### config.mk
export PLATFORM = sky130hd
export DESIGN_NAME = analyzer_trigger
export DESIGN_NICKNAME = d
export VERILOG_FILES = /design/src/logic/analyzer_pkg.sv /design/src/logic/analyzer_trigger.sv /design/src/logic/word_matcher.sv /design/src/logic/event_counter.sv
export SDC_FILE = /design/constraint.sdc
export NUM_CORES = 1
export LEC_CHECK = 0
export BUFFER_PORTS_ARGS = -buffer_cell sky130_fd_sc_hd__buf_2
export CELL_PAD_IN_SITES_DETAIL_PLACEMENT = 0
export CELL_PAD_IN_SITES_GLOBAL_PLACEMENT = 2
export CORE_ASPECT_RATIO = 0.8
export CORE_MARGIN = 4
export CORE_UTILIZATION = 41
export CTS_BUF_LIST = sky130_fd_sc_hd__clkbuf_4 sky130_fd_sc_hd__clkbuf_8
export DETAILED_ROUTE_END_ITERATION = 8
export PLACE_DENSITY = 0.88
export SYNTH_ARGS = -nofsm -noshare
export SYNTH_HDL_FRONTEND = slang
export SYNTH_SLANG_ARGS = --single-unit
### constraint.sdc
create_clock -name core_clk_i -period 5.9 [get_ports core_clk_i]
set_input_delay 0.59 -clock core_clk_i [delete_from_list [all_inputs] [get_ports core_clk_i]]
set_output_delay 0.59 -clock core_clk_i [all_outputs]
set_load 0.005 [all_outputs]
### src/logic/analyzer_pkg.sv
/*
 * Shared constants for the bus-state trigger and qualification block:
 * register offsets, field positions, reset values and count widths.
 * Assumes a byte-addressed register port with one 32-bit word per register.
 */
package analyzer_pkg;

    // ------------------------------------------------------------
    // Register offsets
    // ------------------------------------------------------------
    localparam logic [7:0] OFF_CTRL = 8'h00;
    localparam logic [7:0] OFF_STATUS = 8'h04;
    localparam logic [7:0] OFF_IRQ_EN = 8'h08;
    localparam logic [7:0] OFF_IRQ_CLR = 8'h0C;
    localparam logic [7:0] OFF_DELAY = 8'h10;
    localparam logic [7:0] OFF_CLAUSE = 8'h14;
    localparam logic [7:0] OFF_QUAL = 8'h18;
    localparam logic [7:0] OFF_TRIG_LOC = 8'h1C;
    localparam logic [7:0] OFF_MATCH_BASE = 8'h20;
    localparam logic [7:0] OFF_CNT_BASE = 8'h40;
    localparam logic [7:0] OFF_STRIDE = 8'h08;
    localparam logic [7:0] OFF_SECOND = 8'h04;

    // ------------------------------------------------------------
    // Control fields
    // ------------------------------------------------------------
    localparam int CTRL_START_BIT = 0;
    localparam int CTRL_ABORT_BIT = 1;
    localparam int CTRL_POS_LSB = 2;
    localparam int CTRL_CLAUSE_BAD_BIT = 8;
    localparam int CTRL_QUAL_BAD_BIT = 9;
    localparam int CTRL_STATE_LSB = 12;

    // Trigger positions
    localparam logic [1:0] POS_BEFORE = 2'h0;
    localparam logic [1:0] POS_CENTER = 2'h1;
    localparam logic [1:0] POS_AFTER = 2'h2;
    localparam logic [1:0] POS_ZERO = 2'h3;

    // ------------------------------------------------------------
    // Event clause layout (trigger and qualify share it)
    // ------------------------------------------------------------
    localparam int CL_T0_EN = 0;
    localparam int CL_T0_INV = 1;
    localparam int CL_T1_EN = 2;
    localparam int CL_T1_INV = 3;
    localparam int CL_BRACKET = 4;
    localparam int CL_AND = 5;
    localparam int QUAL_ON_BIT = 8;

    // Counter configuration: terminal value low, event select above
    localparam int CNT_SEL_BIT = 16;
    localparam logic CNT_MODE_COUNT_UP = 1'b0;

    // Status / interrupt bits
    localparam int EV_TRIG = 0;
    localparam int EV_DONE = 1;
    localparam int EV_REJECT = 2;
    localparam int EV_W = 3;

    // ------------------------------------------------------------
    // Sampled bus word layout
    // ------------------------------------------------------------
    localparam int BW_DATA_LSB = 0;
    localparam int BW_ADDR_LSB = 8;
    localparam int BW_CTL_LSB = 24;
    localparam int BW_NMI_N = 24;
    localparam int BW_IRQ_N = 25;

    // Reset values
    localparam logic [15:0] DELAY_RST = 16'h0000;
    localparam logic [7:0] CLAUSE_RST = 8'h01;
    localparam logic [31:0] MASK_RST = 32'h0000_0000;
    localparam logic [15:0] TERM_RST = 16'hFFFF;

endpackage

### src/logic/analyzer_trigger.sv
/*
 * Trigger, event-counter and storage-qualification core of a bus-state
 * analyzer. Samples the system-under-test bus once per bus clock, judges
 * each cycle against word matchers, fires the trigger, runs the post-trigger
 * delay and counters, and flags which samples go to acquisition memory.
 * Assumes the bus pins are asynchronous to core_clk_i and that the bus clock
 * is well below a third of the core rate. Registers sit on a simple port.
 */
// The plain strobed port and the register offsets were left to the implementer.
// Functional notes
// - Counters run until terminal or acquisition end
// - Delay reaching target ends acquisition, stops counters
// - After-data position shortens post-trigger acquisition
// - Zero delay stops counters next bus cycle
// - Counters count up by one per event
// - Inversion complements only the following event
// - Reject inversion outside brackets or before close
// - Interrupt fields compare active low
// - Inverted no-interrupt matcher triggers on any interrupt
// - Qualified mode stores only matching bus cycles
// - One qualify condition applies to all tests
module analyzer_trigger
    import analyzer_pkg::*;
#(
    parameter int N_MATCH = 2,
    parameter int N_CNT = 2,
    parameter int CNT_W = 16,
    parameter int DELAY_W = 16
) (
    // Clock and reset
    input wire logic core_clk_i,
    input wire logic rst_i,
    // Register port
    input wire logic [7:0] reg_addr_i,
    input wire logic [31:0] reg_wdata_i,
    input wire logic reg_wr_i,
    input wire logic reg_rd_i,
    output logic [31:0] reg_rdata_o,
    // System-under-test bus pins
    input wire logic sut_clk_i,
    input wire logic [7:0] sut_data_i,
    input wire logic [15:0] sut_addr_i,
    input wire logic [7:0] sut_ctl_i,
    // Acquisition side
    output logic store_en_o,
    output logic [31:0] store_word_o,
    output logic trigger_o,
    output logic acq_done_o,
    // Interrupt
    output logic irq_o
);

    if (N_MATCH != 2 || N_CNT < 1 || N_CNT > 4
        || DELAY_W < 4 || DELAY_W > 16) begin : g_param_check
        $error("analyzer_trigger: parameter out of range");
    end

    typedef enum logic [1:0] {ST_IDLE, ST_PRE, ST_POST, ST_DONE} acq_state_t;

    // ------------------------------------------------------------
    // Clause helpers
    // ------------------------------------------------------------
    // An inversion binds to its own term only; the other term is untouched
    function automatic logic clause_eval(input logic [7:0] cl, input logic [1:0] hit);
        logic t0;
        logic t1;
        t0 = hit[0] ^ cl[CL_T0_INV];
        t1 = hit[1] ^ cl[CL_T1_INV];
        if (!cl[CL_BRACKET]) begin
            clause_eval = cl[CL_T0_EN] && t0;
        end else if (cl[CL_AND]) begin
            clause_eval = (!cl[CL_T0_EN] || t0) && (!cl[CL_T1_EN] || t1)
                && (cl[CL_T0_EN] || cl[CL_T1_EN]);
        end else begin
            clause_eval = (cl[CL_T0_EN] && t0) || (cl[CL_T1_EN] && t1);
        end
    endfunction

    // Inversion only in brackets, and never with nothing after it
    function automatic logic clause_bad(input logic [7:0] cl);
        logic any_inv;
        any_inv = cl[CL_T0_INV] || cl[CL_T1_INV];
        clause_bad = (any_inv && !cl[CL_BRACKET])
            || (cl[CL_T0_INV] && !cl[CL_T0_EN])
            || (cl[CL_T1_INV] && !cl[CL_T1_EN]);
    endfunction

    // Post-trigger length per position; later trigger leaves fewer cycles
    function automatic logic [DELAY_W-1:0] post_target(input logic [DELAY_W-1:0] d,
                                                       input logic [1:0] pos);
        logic [DELAY_W-1:0] t;
        case (pos)
            POS_BEFORE: t = d;
            POS_CENTER: t = d >> 1;
            POS_AFTER: t = d >> 2;
            default: t = '0;
        endcase
        post_target = (t == '0) ? DELAY_W'(1) : t;
    endfunction

    // ------------------------------------------------------------
    // Pin synchronisers and bus clock edge
    // ------------------------------------------------------------
    // Three stages; a level counts once stages two and three agree
    logic [32:0] pin_s1_r;
    logic [32:0] pin_s2_r;
    logic [32:0] pin_s3_r;
    logic bus_clk_f_r;
    logic bus_edge;
    logic [31:0] word_r;
    logic sample_v_r;

    always_ff @(posedge core_clk_i) begin
        if (rst_i) begin
            pin_s1_r <= '0;
            pin_s2_r <= '0;
            pin_s3_r <= '0;
        end else begin
            pin_s1_r <= {sut_clk_i, sut_ctl_i, sut_addr_i, sut_data_i};
            pin_s2_r <= pin_s1_r;
            pin_s3_r <= pin_s2_r;
        end
    end

    assign bus_edge = (pin_s2_r[32] == pin_s3_r[32]) && pin_s3_r[32] && !bus_clk_f_r;

    always_ff @(posedge core_clk_i) begin
        if (rst_i) begin
            bus_clk_f_r <= 1'b0;
        end else if (pin_s2_r[32] == pin_s3_r[32]) begin
            bus_clk_f_r <= pin_s3_r[32];
        end
    end

    // Data and control lines settle long before the bus clock edge
    always_ff @(posedge core_clk_i) begin
        if (rst_i) begin
            word_r <= '0;
            sample_v_r <= 1'b0;
        end else begin
            sample_v_r <= bus_edge;
            if (bus_edge) begin
                word_r <= pin_s3_r[31:0];
            end
        end
    end

    // ------------------------------------------------------------
    // Program registers
    // ------------------------------------------------------------
    logic [1:0] pos_r;
    logic [DELAY_W-1:0] delay_r;
    logic [7:0] clause_r;
    logic [8:0] qual_r;
    logic [31:0] mval_r [N_MATCH];
    logic [31:0] mcare_r [N_MATCH];
    logic [CNT_W-1:0] term_r [N_CNT];
    logic [N_CNT-1:0] csel_r;
    logic [EV_W-1:0] irq_en_r;
    logic start_req;
    logic abort_req;
    logic clr_req;

    assign start_req = reg_wr_i && (reg_addr_i == OFF_CTRL) && reg_wdata_i[CTRL_START_BIT];
    assign abort_req = reg_wr_i && (reg_addr_i == OFF_CTRL) && reg_wdata_i[CTRL_ABORT_BIT];
    assign clr_req = reg_wr_i && (reg_addr_i == OFF_IRQ_CLR);

    always_ff @(posedge core_clk_i) begin
        if (rst_i) begin
            pos_r <= POS_BEFORE;
            delay_r <= DELAY_RST[DELAY_W-1:0];
            clause_r <= CLAUSE_RST;
            qual_r <= '0;
            irq_en_r <= '0;
        end else if (reg_wr_i) begin
            if (reg_addr_i == OFF_CTRL) begin
                pos_r <= reg_wdata_i[CTRL_POS_LSB +: 2];
            end else if (reg_addr_i == OFF_IRQ_EN) begin
                irq_en_r <= reg_wdata_i[EV_W-1:0];
            end else if (reg_addr_i == OFF_DELAY) begin
                delay_r <= reg_wdata_i[DELAY_W-1:0];
            end else if (reg_addr_i == OFF_CLAUSE) begin
                clause_r <= reg_wdata_i[7:0];
            end else if (reg_addr_i == OFF_QUAL) begin
                qual_r <= reg_wdata_i[8:0];
            end
        end
    end

    always_ff @(posedge core_clk_i) begin
        if (rst_i) begin
            for (int i = 0; i < N_MATCH; i++) begin
                mval_r[i] <= '0;
                mcare_r[i] <= MASK_RST;
            end
            for (int i = 0; i < N_CNT; i++) begin
                term_r[i] <= TERM_RST[CNT_W-1:0];
                csel_r[i] <= 1'b0;
            end
        end else if (reg_wr_i) begin
            for (int i = 0; i < N_MATCH; i++) begin
                if (reg_addr_i == OFF_MATCH_BASE + 8'(i) * OFF_STRIDE) begin
                    mval_r[i] <= reg_wdata_i;
                end else if (reg_addr_i == OFF_MATCH_BASE + 8'(i) * OFF_STRIDE + OFF_SECOND) begin
                    mcare_r[i] <= reg_wdata_i;
                end
            end
            for (int i = 0; i < N_CNT; i++) begin
                if (reg_addr_i == OFF_CNT_BASE + 8'(i) * OFF_STRIDE) begin
                    term_r[i] <= reg_wdata_i[CNT_W-1:0];
                    csel_r[i] <= reg_wdata_i[CNT_SEL_BIT];
                end
            end
        end
    end

    // ------------------------------------------------------------
    // Matchers and event clauses
    // ------------------------------------------------------------
    logic [1:0] hit;
    logic trig_hit;
    logic qual_hit;
    logic prog_bad;

    for (genvar g = 0; g < N_MATCH; g++) begin : g_match
        word_matcher #(
            .WORD_W(32)
        ) u_match (
            .value_i(mval_r[g]),
            .care_i(mcare_r[g]),
            .word_i(word_r),
            .match_o(hit[g])
        );
    end

    // An inverted idle-interrupt matcher becomes true on any asserted line
    assign trig_hit = clause_eval(clause_r, hit);
    // The single qualify clause is global, whatever the test position
    assign qual_hit = !qual_r[QUAL_ON_BIT] || clause_eval(qual_r[7:0], hit);
    assign prog_bad = clause_bad(clause_r) || clause_bad(qual_r[7:0]);

    // ------------------------------------------------------------
    // Acquisition sequence
    // ------------------------------------------------------------
    acq_state_t state_r;
    logic [DELAY_W-1:0] post_cnt_r;
    logic [DELAY_W-1:0] target_r;
    logic running;
    logic post_last;

    assign running = (state_r == ST_PRE) || (state_r == ST_POST);
    assign post_last = (state_r == ST_POST) && sample_v_r
        && (post_cnt_r + 1'b1 >= target_r);

    always_ff @(posedge core_clk_i) begin
        if (rst_i) begin
            state_r <= ST_IDLE;
            post_cnt_r <= '0;
            target_r <= '0;
        end else if (abort_req) begin
            state_r <= ST_IDLE;
        end else if (start_req && !prog_bad) begin
            state_r <= ST_PRE;
            post_cnt_r <= '0;
            // Position written with start applies to this run, not the next
            target_r <= post_target(delay_r, reg_wdata_i[CTRL_POS_LSB +: 2]);
        end else begin
            case (state_r)
                ST_PRE: begin
                    if (sample_v_r && trig_hit) begin
                        state_r <= ST_POST;
                        post_cnt_r <= '0;
                    end
                end
                ST_POST: begin
                    if (post_last) begin
                        state_r <= ST_DONE;
                    end else if (sample_v_r) begin
                        post_cnt_r <= post_cnt_r + 1'b1;
                    end
                end
                default: begin
                    state_r <= state_r;
                end
            endcase
        end
    end

    // ------------------------------------------------------------
    // Event counters
    // ------------------------------------------------------------
    logic [CNT_W-1:0] cnt_val [N_CNT];
    logic [N_CNT-1:0] cnt_term;
    logic cnt_clear;

    assign cnt_clear = start_req && !prog_bad;

    for (genvar g = 0; g < N_CNT; g++) begin : g_cnt
        // Counting stops together with the acquisition, terminal or not
        event_counter #(
            .CNT_W(CNT_W)
        ) u_cnt (
            .core_clk_i(core_clk_i),
            .rst_i(rst_i),
            .clear_i(cnt_clear),
            .run_i(running),
            .event_i(sample_v_r && hit[csel_r[g]]),
            .terminal_i(term_r[g]),
            .value_o(cnt_val[g]),
            .at_term_o(cnt_term[g])
        );
    end

    // ------------------------------------------------------------
    // Storage and outputs
    // ------------------------------------------------------------
    logic [15:0] stored_r;
    logic [15:0] trig_loc_r;

    always_ff @(posedge core_clk_i) begin
        if (rst_i) begin
            store_en_o <= 1'b0;
            store_word_o <= '0;
            stored_r <= '0;
        end else begin
            store_en_o <= running && sample_v_r && qual_hit;
            store_word_o <= word_r;
            if (cnt_clear) begin
                stored_r <= '0;
            end else if (running && sample_v_r && qual_hit) begin
                stored_r <= stored_r + 1'b1;
            end
        end
    end

    always_ff @(posedge core_clk_i) begin
        if (rst_i) begin
            trigger_o <= 1'b0;
            acq_done_o <= 1'b0;
            trig_loc_r <= '0;
        end else begin
            trigger_o <= (state_r == ST_PRE) && sample_v_r && trig_hit && !abort_req;
            acq_done_o <= (state_r == ST_DONE);
            if ((state_r == ST_PRE) && sample_v_r && trig_hit) begin
                trig_loc_r <= stored_r;
            end
        end
    end

    // ------------------------------------------------------------
    // Interrupt status
    // ------------------------------------------------------------
    logic [EV_W-1:0] status_r;
    logic [EV_W-1:0] ev_set;

    assign ev_set[EV_TRIG] = (state_r == ST_PRE) && sample_v_r && trig_hit;
    assign ev_set[EV_DONE] = post_last;
    assign ev_set[EV_REJECT] = start_req && prog_bad;

    always_ff @(posedge core_clk_i) begin
        if (rst_i) begin
            status_r <= '0;
            irq_o <= 1'b0;
        end else begin
            status_r <= (status_r & ~(clr_req ? reg_wdata_i[EV_W-1:0] : '0)) | ev_set;
            irq_o <= |(status_r & irq_en_r);
        end
    end

    // ------------------------------------------------------------
    // Read port
    // ------------------------------------------------------------
    logic [31:0] rd_mux;

    always_comb begin
        rd_mux = '0;
        if (reg_addr_i == OFF_CTRL) begin
            rd_mux[CTRL_POS_LSB +: 2] = pos_r;
            rd_mux[CTRL_CLAUSE_BAD_BIT] = clause_bad(clause_r);
            rd_mux[CTRL_QUAL_BAD_BIT] = clause_bad(qual_r[7:0]);
            rd_mux[CTRL_STATE_LSB +: 2] = state_r;
        end else if (reg_addr_i == OFF_STATUS) begin
            rd_mux[EV_W-1:0] = status_r;
        end else if (reg_addr_i == OFF_IRQ_EN) begin
            rd_mux[EV_W-1:0] = irq_en_r;
        end else if (reg_addr_i == OFF_DELAY) begin
            rd_mux[DELAY_W-1:0] = delay_r;
        end else if (reg_addr_i == OFF_CLAUSE) begin
            rd_mux[7:0] = clause_r;
        end else if (reg_addr_i == OFF_QUAL) begin
            rd_mux[8:0] = qual_r;
        end else if (reg_addr_i == OFF_TRIG_LOC) begin
            rd_mux[15:0] = trig_loc_r;
        end else begin
            for (int i = 0; i < N_MATCH; i++) begin
                if (reg_addr_i == OFF_MATCH_BASE + 8'(i) * OFF_STRIDE) begin
                    rd_mux = mval_r[i];
                end else if (reg_addr_i == OFF_MATCH_BASE + 8'(i) * OFF_STRIDE + OFF_SECOND) begin
                    rd_mux = mcare_r[i];
                end
            end
            for (int i = 0; i < N_CNT; i++) begin
                if (reg_addr_i == OFF_CNT_BASE + 8'(i) * OFF_STRIDE) begin
                    rd_mux[CNT_W-1:0] = term_r[i];
                    rd_mux[CNT_SEL_BIT] = csel_r[i];
                end else if (reg_addr_i == OFF_CNT_BASE + 8'(i) * OFF_STRIDE + OFF_SECOND) begin
                    rd_mux[CNT_W-1:0] = cnt_val[i];
                    rd_mux[31] = cnt_term[i];
                end
            end
        end
    end

    // Unread cycles return zero so a stale word is never mistaken for data
    always_ff @(posedge core_clk_i) begin
        if (rst_i) begin
            reg_rdata_o <= '0;
        end else begin
            reg_rdata_o <= reg_rd_i ? rd_mux : 32'h0000_0000;
        end
    end

endmodule

### src/logic/word_matcher.sv
/*
 * One word matcher: compares a sampled bus word against a programmed value
 * under a care mask. Assumes the word is stable for the cycle it is judged.
 */
module word_matcher
    import analyzer_pkg::*;
#(
    parameter int WORD_W = 32
) (
    // Program
    input wire logic [WORD_W-1:0] value_i,
    input wire logic [WORD_W-1:0] care_i,
    // Sampled bus word
    input wire logic [WORD_W-1:0] word_i,
    // Result
    output logic match_o
);

    // Interrupt lines arrive at pin level, so a programmed 1 means idle line
    // Cleared care bits are do-not-care fields
    assign match_o = (((word_i ^ value_i) & care_i) == '0);

endmodule

### src/logic/event_counter.sv
/*
 * Event counter: counts up by one per qualifying event until its terminal
 * value, then holds. Assumes the parent drops run_i at acquisition end.
 */
module event_counter
    import analyzer_pkg::*;
#(
    parameter int CNT_W = 16
) (
    // Clock and reset
    input wire logic core_clk_i,
    input wire logic rst_i,
    // Control
    input wire logic clear_i,
    input wire logic run_i,
    input wire logic event_i,
    input wire logic [CNT_W-1:0] terminal_i,
    // State
    output logic [CNT_W-1:0] value_o,
    output logic at_term_o
);

    if (CNT_W < 2 || CNT_W > 16) begin : g_width_check
        $error("event_counter: CNT_W out of range");
    end

    logic [CNT_W-1:0] value_r;

    assign value_o = value_r;
    assign at_term_o = (value_r == terminal_i);

    always_ff @(posedge core_clk_i) begin
        if (rst_i || clear_i) begin
            value_r <= '0;
        end else if (run_i && event_i && !at_term_o) begin
            value_r <= value_r + 1'b1;
        end
    end

endmodule

==> results.md, run 1 <==
* DIE AREA at 54200 µm²
* Post-synth ARST share at 0%
* Root Buffer: clkbuf_8
* Largest net degree at the start of global routing at 88
* Pwr/cell area at 305 nW/µm²
* # rows at 73
* DRT antenna net count at 0
* Synth Flop Type: dfxtp_1
* Fill cells at 4656
* Netlist cell types at 79
* Vias in the first global route at 15100
* Clk buf depth at 3
* Buf+Inv Stages, Crit Path at 1
* Wirelength per Cell at 22.4 µm
* CTS clk-pin slew, worst paths at 0.06 ns
* Initial Utilization at 41.6%
* Total Wirelength at 63500 µm
* Count of buffers from port buffering at 144
* Fraction of layout cells with a size suffix above 1 at 16.1%
* Fin crit period at 4.94 ns
* Final Cycle Share at 83.7%
* Post-DP Area at 22000 µm²
* Area share of the largest cell type after synthesis at 33.1%
* Mapped Area at 20700 µm²
* Final setup violation count at 0
* DRT Pass-1 Iters at 6
* Post-route cell area at 23800 µm²
* Worst path arrival time at 5.55 ns
* Number of synthesized flops with an enable pin at 160
* Synth area leaders: dfxtp_1, edfxtp_1, xor2_1
* CP required at 6.51 ns
* RSZ-0062 raised after global routing: no
* Peak supply drop at 0.176 mV
* Max stage delay cell, worst path: nand4bb_1
* H-tree depth at 3
* FF+latch count, synth at 502
* Initial DRC Count at 1621
* Most frequent CP cell: nand3_1
* Sequential fraction of the synthesis area at 56.3%
* Clock sinks at 502
* Initial antenna violation count at 5
* Crit path max-delay family: compound AO/OA/AOI/OAI gates
* Final net count at 2188
* Avg Inst Size Synth at 10.6 µm²
* Final hold violations at 0
* Critical path peak fanout at 10
* Cells after synthesis at 1950
* TritonCTS clock tree: done
* CP Capture Type: flop
* Critical path class: reg -> reg
* DR DRC count at 0
* Synth Net Count at 2051
* Core area at 49800 µm²
* Die W at 259 µm
* Grt ovf at 0
* PostCTS Resize Cnt at 0
* FF+latch area at 11700 µm²
* Cell taking the most area after synthesis: dfxtp_1
* Io pins at 145
* Max-cap violations at 0
* Hold buffers post-CTS at 0
* Vias at 15800
* Most numerous cell in the Yosys netlist: dfxtp_1
* Largest stage delay, worst path at 0.58 ns
* Post-CTS Repair Setup Buffers at 0
* HPWL after detailed placement at 44600 µm
* First-pass GRT wire length at 94500 µm
* Synth warnings at 0
* Worst-path cell chain: nand3_1 > or2_2 > inv_1 > nand3_1 > nor2_1 > nand3_1 > nor2_1 > xor2_1 > ha_1 > a21o_1 > a21oi_1 > o22ai_1 > a211o_1 > a41o_1 > a311oi_2 > nand4bb_1 > o31a_1 > a21bo_2
* Status: completed
* Leakage Power at 9.13 nW
* Maximum clock frequency at 202 MHz
* Via/cell ratio at 5.57
* Post-synth top cells: dfxtp_1, edfxtp_1, nor2b_1
* Worst Skew at 0.0381 ns
* Area Overhead vs Synth at 15.1%
* GPL Wtd Cong at 0.930
* Startpoint types: flop
* Die height at 209 µm
* Number of CTS-inserted buffers at 82
* Least-Margin Pin Slew at 1.26 ns
* GRT Resource Usage Total at 22.8%
* Setup TNS at 0 ns
* HP Class: in -> reg
* Multi-input gate area at 8500 µm²
* Fin. max-slew vios at 0
* Slew margin rel. at 14.6%
* Worst-Skew Late Latency at 0.70 ns
-- flip-flops by register name, indices dropped and copies added, names as in the netlist, 2 cells and up --
register and cells:
status_r 3, stored_r 16, pin_s3_r 33, pos_r 2
pin_s2_r 33, qual_r 9, csel_r 2, delay_r 16
g_cnt.u_cnt.value_o 32, mcare_r 64, store_word_o 32, mval_r 64
post_cnt_r 16, word_r 32, irq_en_r 3, term_r 32
pin_s1_r 33, state_r 2, trig_loc_r 16, clause_r 8
target_r 16, reg_rdata_o 32
-- metal layers --
metal | part of all wire (%) | global-route usage, % | wire, µm
met1 | 45 | 33.1 | 28700
met2 | 43 | 33.3 | 27100
met3 | 9.6 | 6.57 | 6070
met4 | 2.5 | 6.60 | 1590
met5 | 0.020 | 0 | 13
-- final cells by class --
class                      instances  share of cell area [%]
sequential                       502                    48.9
multi-input combinational       1305                    35.7
clock buffer                     130                    6.83
timing repair buffer             164                    3.68
tap                              675                    3.55
clock inverter                    22                   0.799
inverter                          32                   0.504
antenna                            3                  0.0315
-- kinds of logic after synthesis --
| logic type | Yosys count | share of synthesized area (%) |
|---|---|---|
| compound gates | 424 | 14.3 |
| xor+xnor | 135 | 5.71 |
| fa+ha+maj | 24 | 1.45 |
| buf+inv | 143 | 2.67 |
| flops | 502 | 56.3 |
| mux | 51 | 2.50 |
| simple gates | 671 | 17.0 |
-- per-stage QoR --
| step | total power, W | hold slack, ns | utilization, % | setup slack, ns | cells |
|---|---|---|---|---|---|
| 3_5_place_dp | 0.00405 | 0.420 | 44.2 | 0.987 | 2678 |
| 3_3_place_gp | 0.00405 | 0.419 | 44.2 | 1.17 | 2678 |
| 2_1_floorplan | 0.00392 | 0.414 | - | 1.82 | 1950 |
| 5_1_grt | 0.00752 | 0.0644 | 47.8 | 0.602 | 2832 |
| 4_1_cts | 0.00733 | 0.0508 | 47.8 | 0.952 | 2830 |
| 6_report | 0.00727 | 0.105 | 47.8 | 0.960 | 2833 |
-- layout by cell type, fill, tap and decap left out, types with 15 or more instances in the layout --
cell      synthesis  final
dfxtp_1         342    342
edfxtp_1        160    160
buf_2             7    143
nor2b_1         135    135
nand2_1         133    133
nor2_1          133    131
a21oi_1         114    114
clkbuf_8          0    104
xor2_1          103    103
a22oi_1          98     98
nand3_1          64     64
and2_1           64     64
mux2i_1          46     46
o21ai_0          37     37
xnor2_1          32     32
nand4_1          32     32
o22a_1           32     32
inv_1            29     29
clkbuf_4          0     26
ha_1             24     24
a31oi_1          22     22
buf_4             0     20
or3_1            17     17
nor3_1           16     16
and3_1           15     15
-- path summary, 6_finish.rpt --
kind              endpoint     startpoint  slack (ns)  depth (start not counted)
max          post_cnt_r[5]  post_cnt_r[2]        0.96                         18
min           pin_s1_r[25]   sut_ctl_i[1]        0.10                          2
max reg2reg  post_cnt_r[5]  post_cnt_r[2]        0.96                         18
min reg2reg    pin_s3_r[4]    pin_s2_r[4]        0.42                          1
-- power by group --
part | total, W | switching [W] | internal, W | leakage (nW)
combinational | 0.000272 | 0.000184 | 0.0000881 | 3.85
sequential | 0.00371 | 0.0000568 | 0.00365 | 4.31
clock | 0.00329 | 0.00147 | 0.00182 | 0.967
total | 0.00727 | 0.00171 | 0.00556 | 9.13
(Power assumes the default switching activity.)
==> run 2, diff against run 1 <==
==> constraint.sdc (replaced) <==
create_clock -name core_clk_i -period 4.73 [get_ports core_clk_i]
set_input_delay 0.473 -clock core_clk_i [delete_from_list [all_inputs] [get_ports core_clk_i]]
set_output_delay 0.473 -clock core_clk_i [all_outputs]
set_load 0.005 [all_outputs]
==> run 2 against run 1 <==
Effect of this change: design area rose by 1.8%; via count increased by 1.1%; clock skew is 0.0073 ns higher; flip-flop and latch count unchanged; worst hold slack lost 0.036 ns; worst setup slack got worse by 0.61 ns; utilization up 0.88 points; clock-buffer cell count grew 1; largest power group unchanged; highest routed layer unchanged.
==> results.md, run 2 (synthesized netlist as in run 1, its figures left out) <==
* Status: completed (unchanged)
* # rows at 73 (unchanged)
* Fill cells at 4558 (was 4656)
* Sw Share at 23.0% (was 23.6%)
* HPWL after detailed placement at 44600 µm (about the same)
* Wirelength per Cell at 22.1 µm (was 22.4 µm)
* Routing usage on met3 at 6.13% (was 6.57%)
* Final hold violations at 0 (unchanged)
* Worst path arrival time at 5.00 ns (was 5.55 ns)
* Worst-path cell chain: ha_2 > nand3_1 > or2_2 > inv_1 > nand3_1 > or2_2 > nor2_1 > xor2_1 > ha_1 > a21oi_1 > o22ai_1 > a211o_1 > a41o_1 > a311oi_2 > nand4bb_1 > buf_4 > o31a_1 > a21bo_2 (was nand3_1 > or2_2 > inv_1 > nand3_1 > nor2_1 > nand3_1 > nor2_1 > xor2_1 > ha_1 > a21o_1 > a21oi_1 > o22ai_1 > a211o_1 > a41o_1 > a311oi_2 > nand4bb_1 > o31a_1 > a21bo_2)
* Pwr Total at 0.00902 W (was 0.00727 W)
* Fin Hold WS at 0.0692 ns (was 0.105 ns)
* Initial DRC Count at 1668 (was 1621)
* Slack of the critical path at 0.351 ns (was 0.960 ns)
* Met2 usage at 33.9% (was 33.3%)
* Clk buf depth at 3 (unchanged)
* H-tree depth at 3 (unchanged)
* Post-DP Area at 22200 µm² (was 22000 µm²)
* Via/cell ratio at 5.54 (was 5.57)
* Pwr/cell area at 372 nW/µm² (was 305 nW/µm²)
* Worst-Skew Late Latency at 0.69 ns (was 0.70 ns)
* P_sw at 0.00208 W (was 0.00171 W)
* Most common cell after layout, fill and taps aside: dfxtp_1 (unchanged)
* Die height at 209 µm (unchanged)
* DRT Pass-1 Iters at 5 (was 6)
* Final setup violation count at 0 (unchanged)
* Root Buffer: clkbuf_8 (unchanged)
* GR peak layer: met2 (unchanged)
* Worst Skew at 0.0454 ns (was 0.0381 ns)
* Vias in the first global route at 15500 (was 15100)
* TritonCTS clock tree: done (unchanged)
* Reg2Reg Setup Slack at 0.35 ns (was 0.96 ns)
* Placement Setup Slack at 0.220 ns (was 0.987 ns)
* GPL Wtd Cong at 0.922 (was 0.930)
* Reg power frac at 51.3% (was 51.0%)
* Crit path max-delay family: compound AO/OA/AOI/OAI gates (unchanged)
* Critical path class: reg -> reg (unchanged)
* Core area at 49800 µm² (unchanged)
* Fraction of layout cells with a size suffix above 1 at 16.6% (was 16.1%)
* Initial Utilization at 41.6% (unchanged)
* CP required at 5.35 ns (was 6.51 ns)
* Fin. max-slew vios at 0 (unchanged)
* Final net count at 2240 (was 2188)
* Clock group share of total power at 44.7% (was 45.2%)
* Peak supply drop at 0.226 mV (was 0.176 mV)
* Grt ovf at 0 (unchanged)
* Clock sinks at 502 (unchanged)
* Vias at 16000 (was 15800)
* Fin crit period at 4.38 ns (was 4.94 ns)
* Count of buffers from port buffering at 144 (unchanged)
* CTS clk-pin slew, worst paths at 0.06 ns (about the same)
* Total Wirelength at 63600 µm (was 63500 µm)
* Area Overhead vs Synth at 17.2% (was 15.1%)
* DIE AREA at 54200 µm² (unchanged)
* Pint at 0.00695 W (was 0.00556 W)
* Largest stage delay, worst path at 0.40 ns (was 0.58 ns)
* GRT met1 Usage at 32.8% (was 33.1%)
* Io pins at 145 (unchanged)
* DRT antenna net count at 0 (unchanged)
* Setup TNS at 0 ns (unchanged)
* RSZ-0062 raised after global routing: no (unchanged)
* Comb pwr share at 4.1% (was 3.7%)
* First-pass GRT wire length at 94500 µm (about the same)
* Least-Margin Pin Slew at 1.08 ns (was 1.26 ns)
* Die W at 259 µm (unchanged)
* Critical path peak fanout at 10 (unchanged)
* DR DRC count at 0 (unchanged)
* Max stage delay cell, worst path: dfxtp_1 (was nand4bb_1)
* Biggest regs: mcare_r: 64 flops, mval_r: 64 flops (unchanged)
* Initial antenna violation count at 5 (unchanged)
* Number of CTS-inserted buffers at 81 (was 82)
* Leakage Power at 9.33 nW (was 9.13 nW)
* Max-cap violations at 0 (unchanged)
* Commonest non-fill, non-tap cells in the layout: dfxtp_1, edfxtp_1, buf_2 (unchanged)
* Startpoint types: flop (unchanged)
* GRT Resource Usage Total at 22.9% (was 22.8%)
* Slew margin rel. at 28.0% (was 14.6%)
* Buf+Inv Stages, Crit Path at 2 (was 1)
* Post-route cell area at 24300 µm² (was 23800 µm²)
* Maximum clock frequency at 228 MHz (was 202 MHz)
* HP Class: in -> reg (unchanged)
* Final Cycle Share at 92.6% (was 83.7%)
* Largest net degree at the start of global routing at 90 (was 88)
* CP Capture Type: flop (unchanged)
run 2: cell types whose count changed in the layout (fill, tap and decap cells not counted), moves of 2 or more:
cell           delta
a21o_2            -3
clkbuf_4          +8
a21o_1            +3
dlygate4sd3_1    +32
clkbuf_8          -7
buf_4            +20
clkinv_2          -7
diode_2           -2
clkinv_1          -3
clkinv_8          -2
run 2: path summary, 6_finish.rpt:
kind | end | cells past startpoint | startpoint
setup / recovery | post_cnt_r[5] | 18 | post_cnt_r[0]
hold / removal | pin_s1_r[0] | 2 | sut_data_i[0]
hold reg to reg | pin_s2_r[3] | 1 | pin_s1_r[3]
setup reg to reg | post_cnt_r[5] | 18 | post_cnt_r[0]
run 2: layer usage:
layer | share of wire [%] | vias to the layer above | wire, µm
met4 | 2.9 | 4 | 1820
li1 | - | 7417 | -
met3 | 9.6 | 134 | 6100
met1 | 44 | 7675 | 28100
met2 | 43 | 720 | 27500
met5 | 0.042 | - | 27
run 2: layout make-up:
type,count,area [µm²],share of cell area [%]
Sequential cell,502,11700,48.0
Multi-Input combinational cell,1305,8510,35.1
Clock buffer,131,1590,6.56
Timing Repair Buffer,217,1370,5.64
Tap cell,675,845,3.48
Clock inverter,14,174,0.717
Inverter,32,120,0.495
Antenna cell,1,2.50,0.0103
run 2: metrics by stage:
stage / instances / util, %
6_report: 2877 / 48.7
5_1_grt: 2877 / 48.7
4_1_cts: 2876 / 48.7
3_5_place_dp: 2699 / 44.5
3_3_place_gp: 2699 / 44.5
2_1_floorplan: 1950 / -
run 2: what timing repair did:
action,4_1_cts,5_1_grt
setup endpoints to repair,0,12
endpoints found under the hold margin,32,0
hold buffers,32,0
setup buffers,0,0
resized for setup,0,4
run 2: power by group through the flow:
| stage | combinational (W) | sequential, W | clock (W) |
|---|---|---|---|
| floorplan | 0.000202 | 0.00469 | 0 |
| global placement | 0.000336 | 0.00471 | 0 |
| detailed placement | 0.000342 | 0.00471 | 0 |
| CTS | 0.000362 | 0.00462 | 0.00411 |
| global route | 0.000395 | 0.00463 | 0.00431 |
| finish | 0.000367 | 0.00463 | 0.00403 |
==> run 3, diff against run 2 <==
--- a/config.mk
+++ b/config.mk
@@ -13,7 +13,7 @@
 export CORE_UTILIZATION = 41
 export CTS_BUF_LIST = sky130_fd_sc_hd__clkbuf_4 sky130_fd_sc_hd__clkbuf_8
 export DETAILED_ROUTE_END_ITERATION = 8
-export PLACE_DENSITY = 0.88
+export PLACE_DENSITY = 0.8
 export SYNTH_ARGS = -nofsm -noshare
 export SYNTH_HDL_FRONTEND = slang
 export SYNTH_SLANG_ARGS = --single-unit
==> constraint.sdc (replaced) <==
create_clock -name core_clk_i -period 4.73 [get_ports core_clk_i]
set_input_delay 0.473 -clock core_clk_i [delete_from_list [all_inputs] [get_ports core_clk_i]]
set_output_delay 0.473 -clock core_clk_i [all_outputs]
set_load 0.05 [all_outputs]
==> run 3 against run 2 <==
Effect of this change: fmax up 1.5%; critical path depth increased by 1; first-iteration DRC count down 5.1%; total power is 2.2% higher; clock skew down 0.0075 ns; global-route usage rose by 0.58 points; die area unchanged; non-clock buffer count down 4; sequential power about the same; design area grew 0.36%; worst hold slack gained 0.019 ns; register-to-register slack better by 0.06 ns.
==> results.md, run 3 (synthesized netlist as in run 1, its figures left out) <==
* Worst Skew at 0.0379 ns (was 0.0454 ns)
* Die height at 209 µm (unchanged)
* Final setup violation count at 0 (unchanged)
* Initial DRC Count at 1583 (was 1668)
* Initial antenna violation count at 5 (unchanged)
* Critical path class: reg -> reg (unchanged)
* Via/cell ratio at 5.52 (was 5.54)
* Vias at 15900 (was 16000)
* DRT Pass-1 Iters at 5 (unchanged)
* Most frequent CP cell: nand3_2
* Slew margin rel. at 33.1% (was 28.0%)
* Worst-Skew Late Latency at 0.70 ns (was 0.69 ns)
* Max stage delay cell, worst path: dfxtp_1 (unchanged)
* GRT Resource Usage Total at 23.5% (was 22.9%)
* Worst path arrival time at 4.93 ns (was 5.00 ns)
* Clock sinks at 502 (unchanged)
* Largest net degree at the start of global routing at 92 (was 90)
* GPL Wtd Cong at 0.903 (was 0.922)
* Max-cap violations at 0 (unchanged)
* Vias in the first global route at 15400 (was 15500)
* Commonest non-fill, non-tap cells in the layout: dfxtp_1, edfxtp_1, buf_2 (unchanged)
* Status: completed (unchanged)
* Maximum clock frequency at 232 MHz (was 228 MHz)
* Grt ovf at 0 (unchanged)
* Largest stage delay, worst path at 0.43 ns (was 0.40 ns)
* DIE AREA at 54200 µm² (unchanged)
* WHS Path Cells at 2 (unchanged)
* DR DRC count at 0 (unchanged)
* Number of CTS-inserted buffers at 81 (unchanged)
* Fin. max-slew vios at 0 (unchanged)
* Biggest regs: mcare_r: 64 flops, mval_r: 64 flops (unchanged)
* Leakage Power at 9.37 nW (was 9.33 nW)
* Least-Margin Pin Slew at 1.00 ns (was 1.08 ns)
* Die W at 259 µm (unchanged)
* Startpoint types: flop (unchanged)
* Final net count at 2236 (was 2240)
* Most common cell after layout, fill and taps aside: dfxtp_1 (unchanged)
* Fin crit period at 4.32 ns (was 4.38 ns)
* HP Class: in -> reg (unchanged)
* Area Overhead vs Synth at 17.6% (was 17.2%)
* Finished Core Util at 48.9% (was 48.7%)
* Initial Utilization at 41.6% (unchanged)
* Total Wirelength at 64800 µm (was 63600 µm)
* CP required at 5.35 ns (about the same)
* Setup TNS at 0 ns (unchanged)
* Pwr/cell area at 379 nW/µm² (was 372 nW/µm²)
* HPWL after detailed placement at 45600 µm (was 44600 µm)
* CP Capture Type: flop (unchanged)
* H-tree depth at 3 (unchanged)
* Clk buf depth at 3 (unchanged)
* CTS clk-pin slew, worst paths at 0.06 ns (about the same)
* Final Cycle Share at 91.2% (was 92.6%)
* Post-CTS Repair Setup Buffers at 0 (unchanged)
* Io pins at 145 (unchanged)
* Peak supply drop at 0.247 mV (was 0.226 mV)
* Count of buffers from port buffering at 144 (unchanged)
* Final hold violations at 0 (unchanged)
* Core area at 49800 µm² (unchanged)
* R2R depth at 19 (was 18)
* N_diodes at 0 (was 1)
* DRT antenna net count at 0 (unchanged)
* First-pass GRT wire length at 97100 µm (was 94500 µm)
* Wirelength per Cell at 22.5 µm (was 22.1 µm)
* TritonCTS clock tree: done (unchanged)
* Root Buffer: clkbuf_8 (unchanged)
* RSZ-0062 raised after global routing: no (unchanged)
* Worst-path cell chain: nand3_2 > or2_2 > inv_1 > nand3_1 > nor2_2 > nand3_2 > nor2_1 > xor2_1 > ha_1 > a21o_1 > a21oi_1 > o22ai_1 > a211o_1 > a41o_1 > a311oi_2 > nand4bb_1 > buf_4 > o31a_1 > a21bo_2 (was ha_2 > nand3_1 > or2_2 > inv_1 > nand3_1 > or2_2 > nor2_1 > xor2_1 > ha_1 > a21oi_1 > o22ai_1 > a211o_1 > a41o_1 > a311oi_2 > nand4bb_1 > buf_4 > o31a_1 > a21bo_2)
* Fraction of layout cells with a size suffix above 1 at 16.7% (was 16.6%)
* Critical path peak fanout at 10 (unchanged)
* # rows at 73 (unchanged)
-- run 3: where the power goes --
| group | switching [W] | internal [W] |
|---|---|---|
| registers | 0.0000732 | 0.00455 |
| clock network | 0.00186 | 0.00235 |
| logic | 0.000246 | 0.000132 |
-- run 3: worst paths after layout --
check                        from             to  slack [ns]
setup reg to reg    post_cnt_r[2]  post_cnt_r[6]        0.41
setup / recovery    post_cnt_r[2]  post_cnt_r[6]        0.41
hold reg to reg      pin_s1_r[29]   pin_s2_r[29]        0.43
hold / removal    reg_wdata_i[22]  mval_r[0][22]        0.09
-- run 3: layout make-up --
class | instances | area, µm²
Fill cell | 4581 | 25400
Sequential cell | 502 | 11700
Multi-Input combinational cell | 1305 | 8510
Clock buffer | 120 | 1530
Timing Repair Buffer | 213 | 1350
Tap cell | 675 | 845
Clock inverter | 32 | 330
Inverter | 32 | 120
-- run 3: routing by layer --
metal | share of wire [%] | track usage (%) | wire, µm
met1 | 46 | 34.9 | 29500
met2 | 42 | 33.5 | 27400
met3 | 10 | 7.29 | 6580
met4 | 1.9 | 5.32 | 1250
met5 | 0 | 0 | 0
-- run 3: what timing repair did --
item,4_1_cts,5_1_grt
hold buffers,33,0
setup endpoints to repair,0,16
hold endpoints to repair,33,0
gates resized for setup,0,6
-- run 3: worst max-delay path: cells and delay by family (launching register included) --
family | cells | cell delay, ns
AO/OA/AOI/OAI | 8 | 1.64
XOR/XNOR | 1 | 0.21
adder cells (fa/ha/maj) | 1 | 0.28
buffers and inverters | 2 | 0.31
flip-flops | 1 | 0.43
AND/OR/NAND/NOR | 7 | 1.40
-- run 3: through the flow --
step,power [W],worst slack (ns),instance area [µm²],cells,hold slack (ns)
final,0.00922,0.415,24300,2879,0.0881
after global routing,0.00955,0.0247,24300,2879,0.0607
after CTS,0.00931,0.228,24300,2879,0.0498
after floorplan,0.00490,0.645,20700,1950,0.414
after global placement,0.00507,0.303,22100,2694,0.419
after detailed placement,0.00507,0.270,22100,2694,0.420
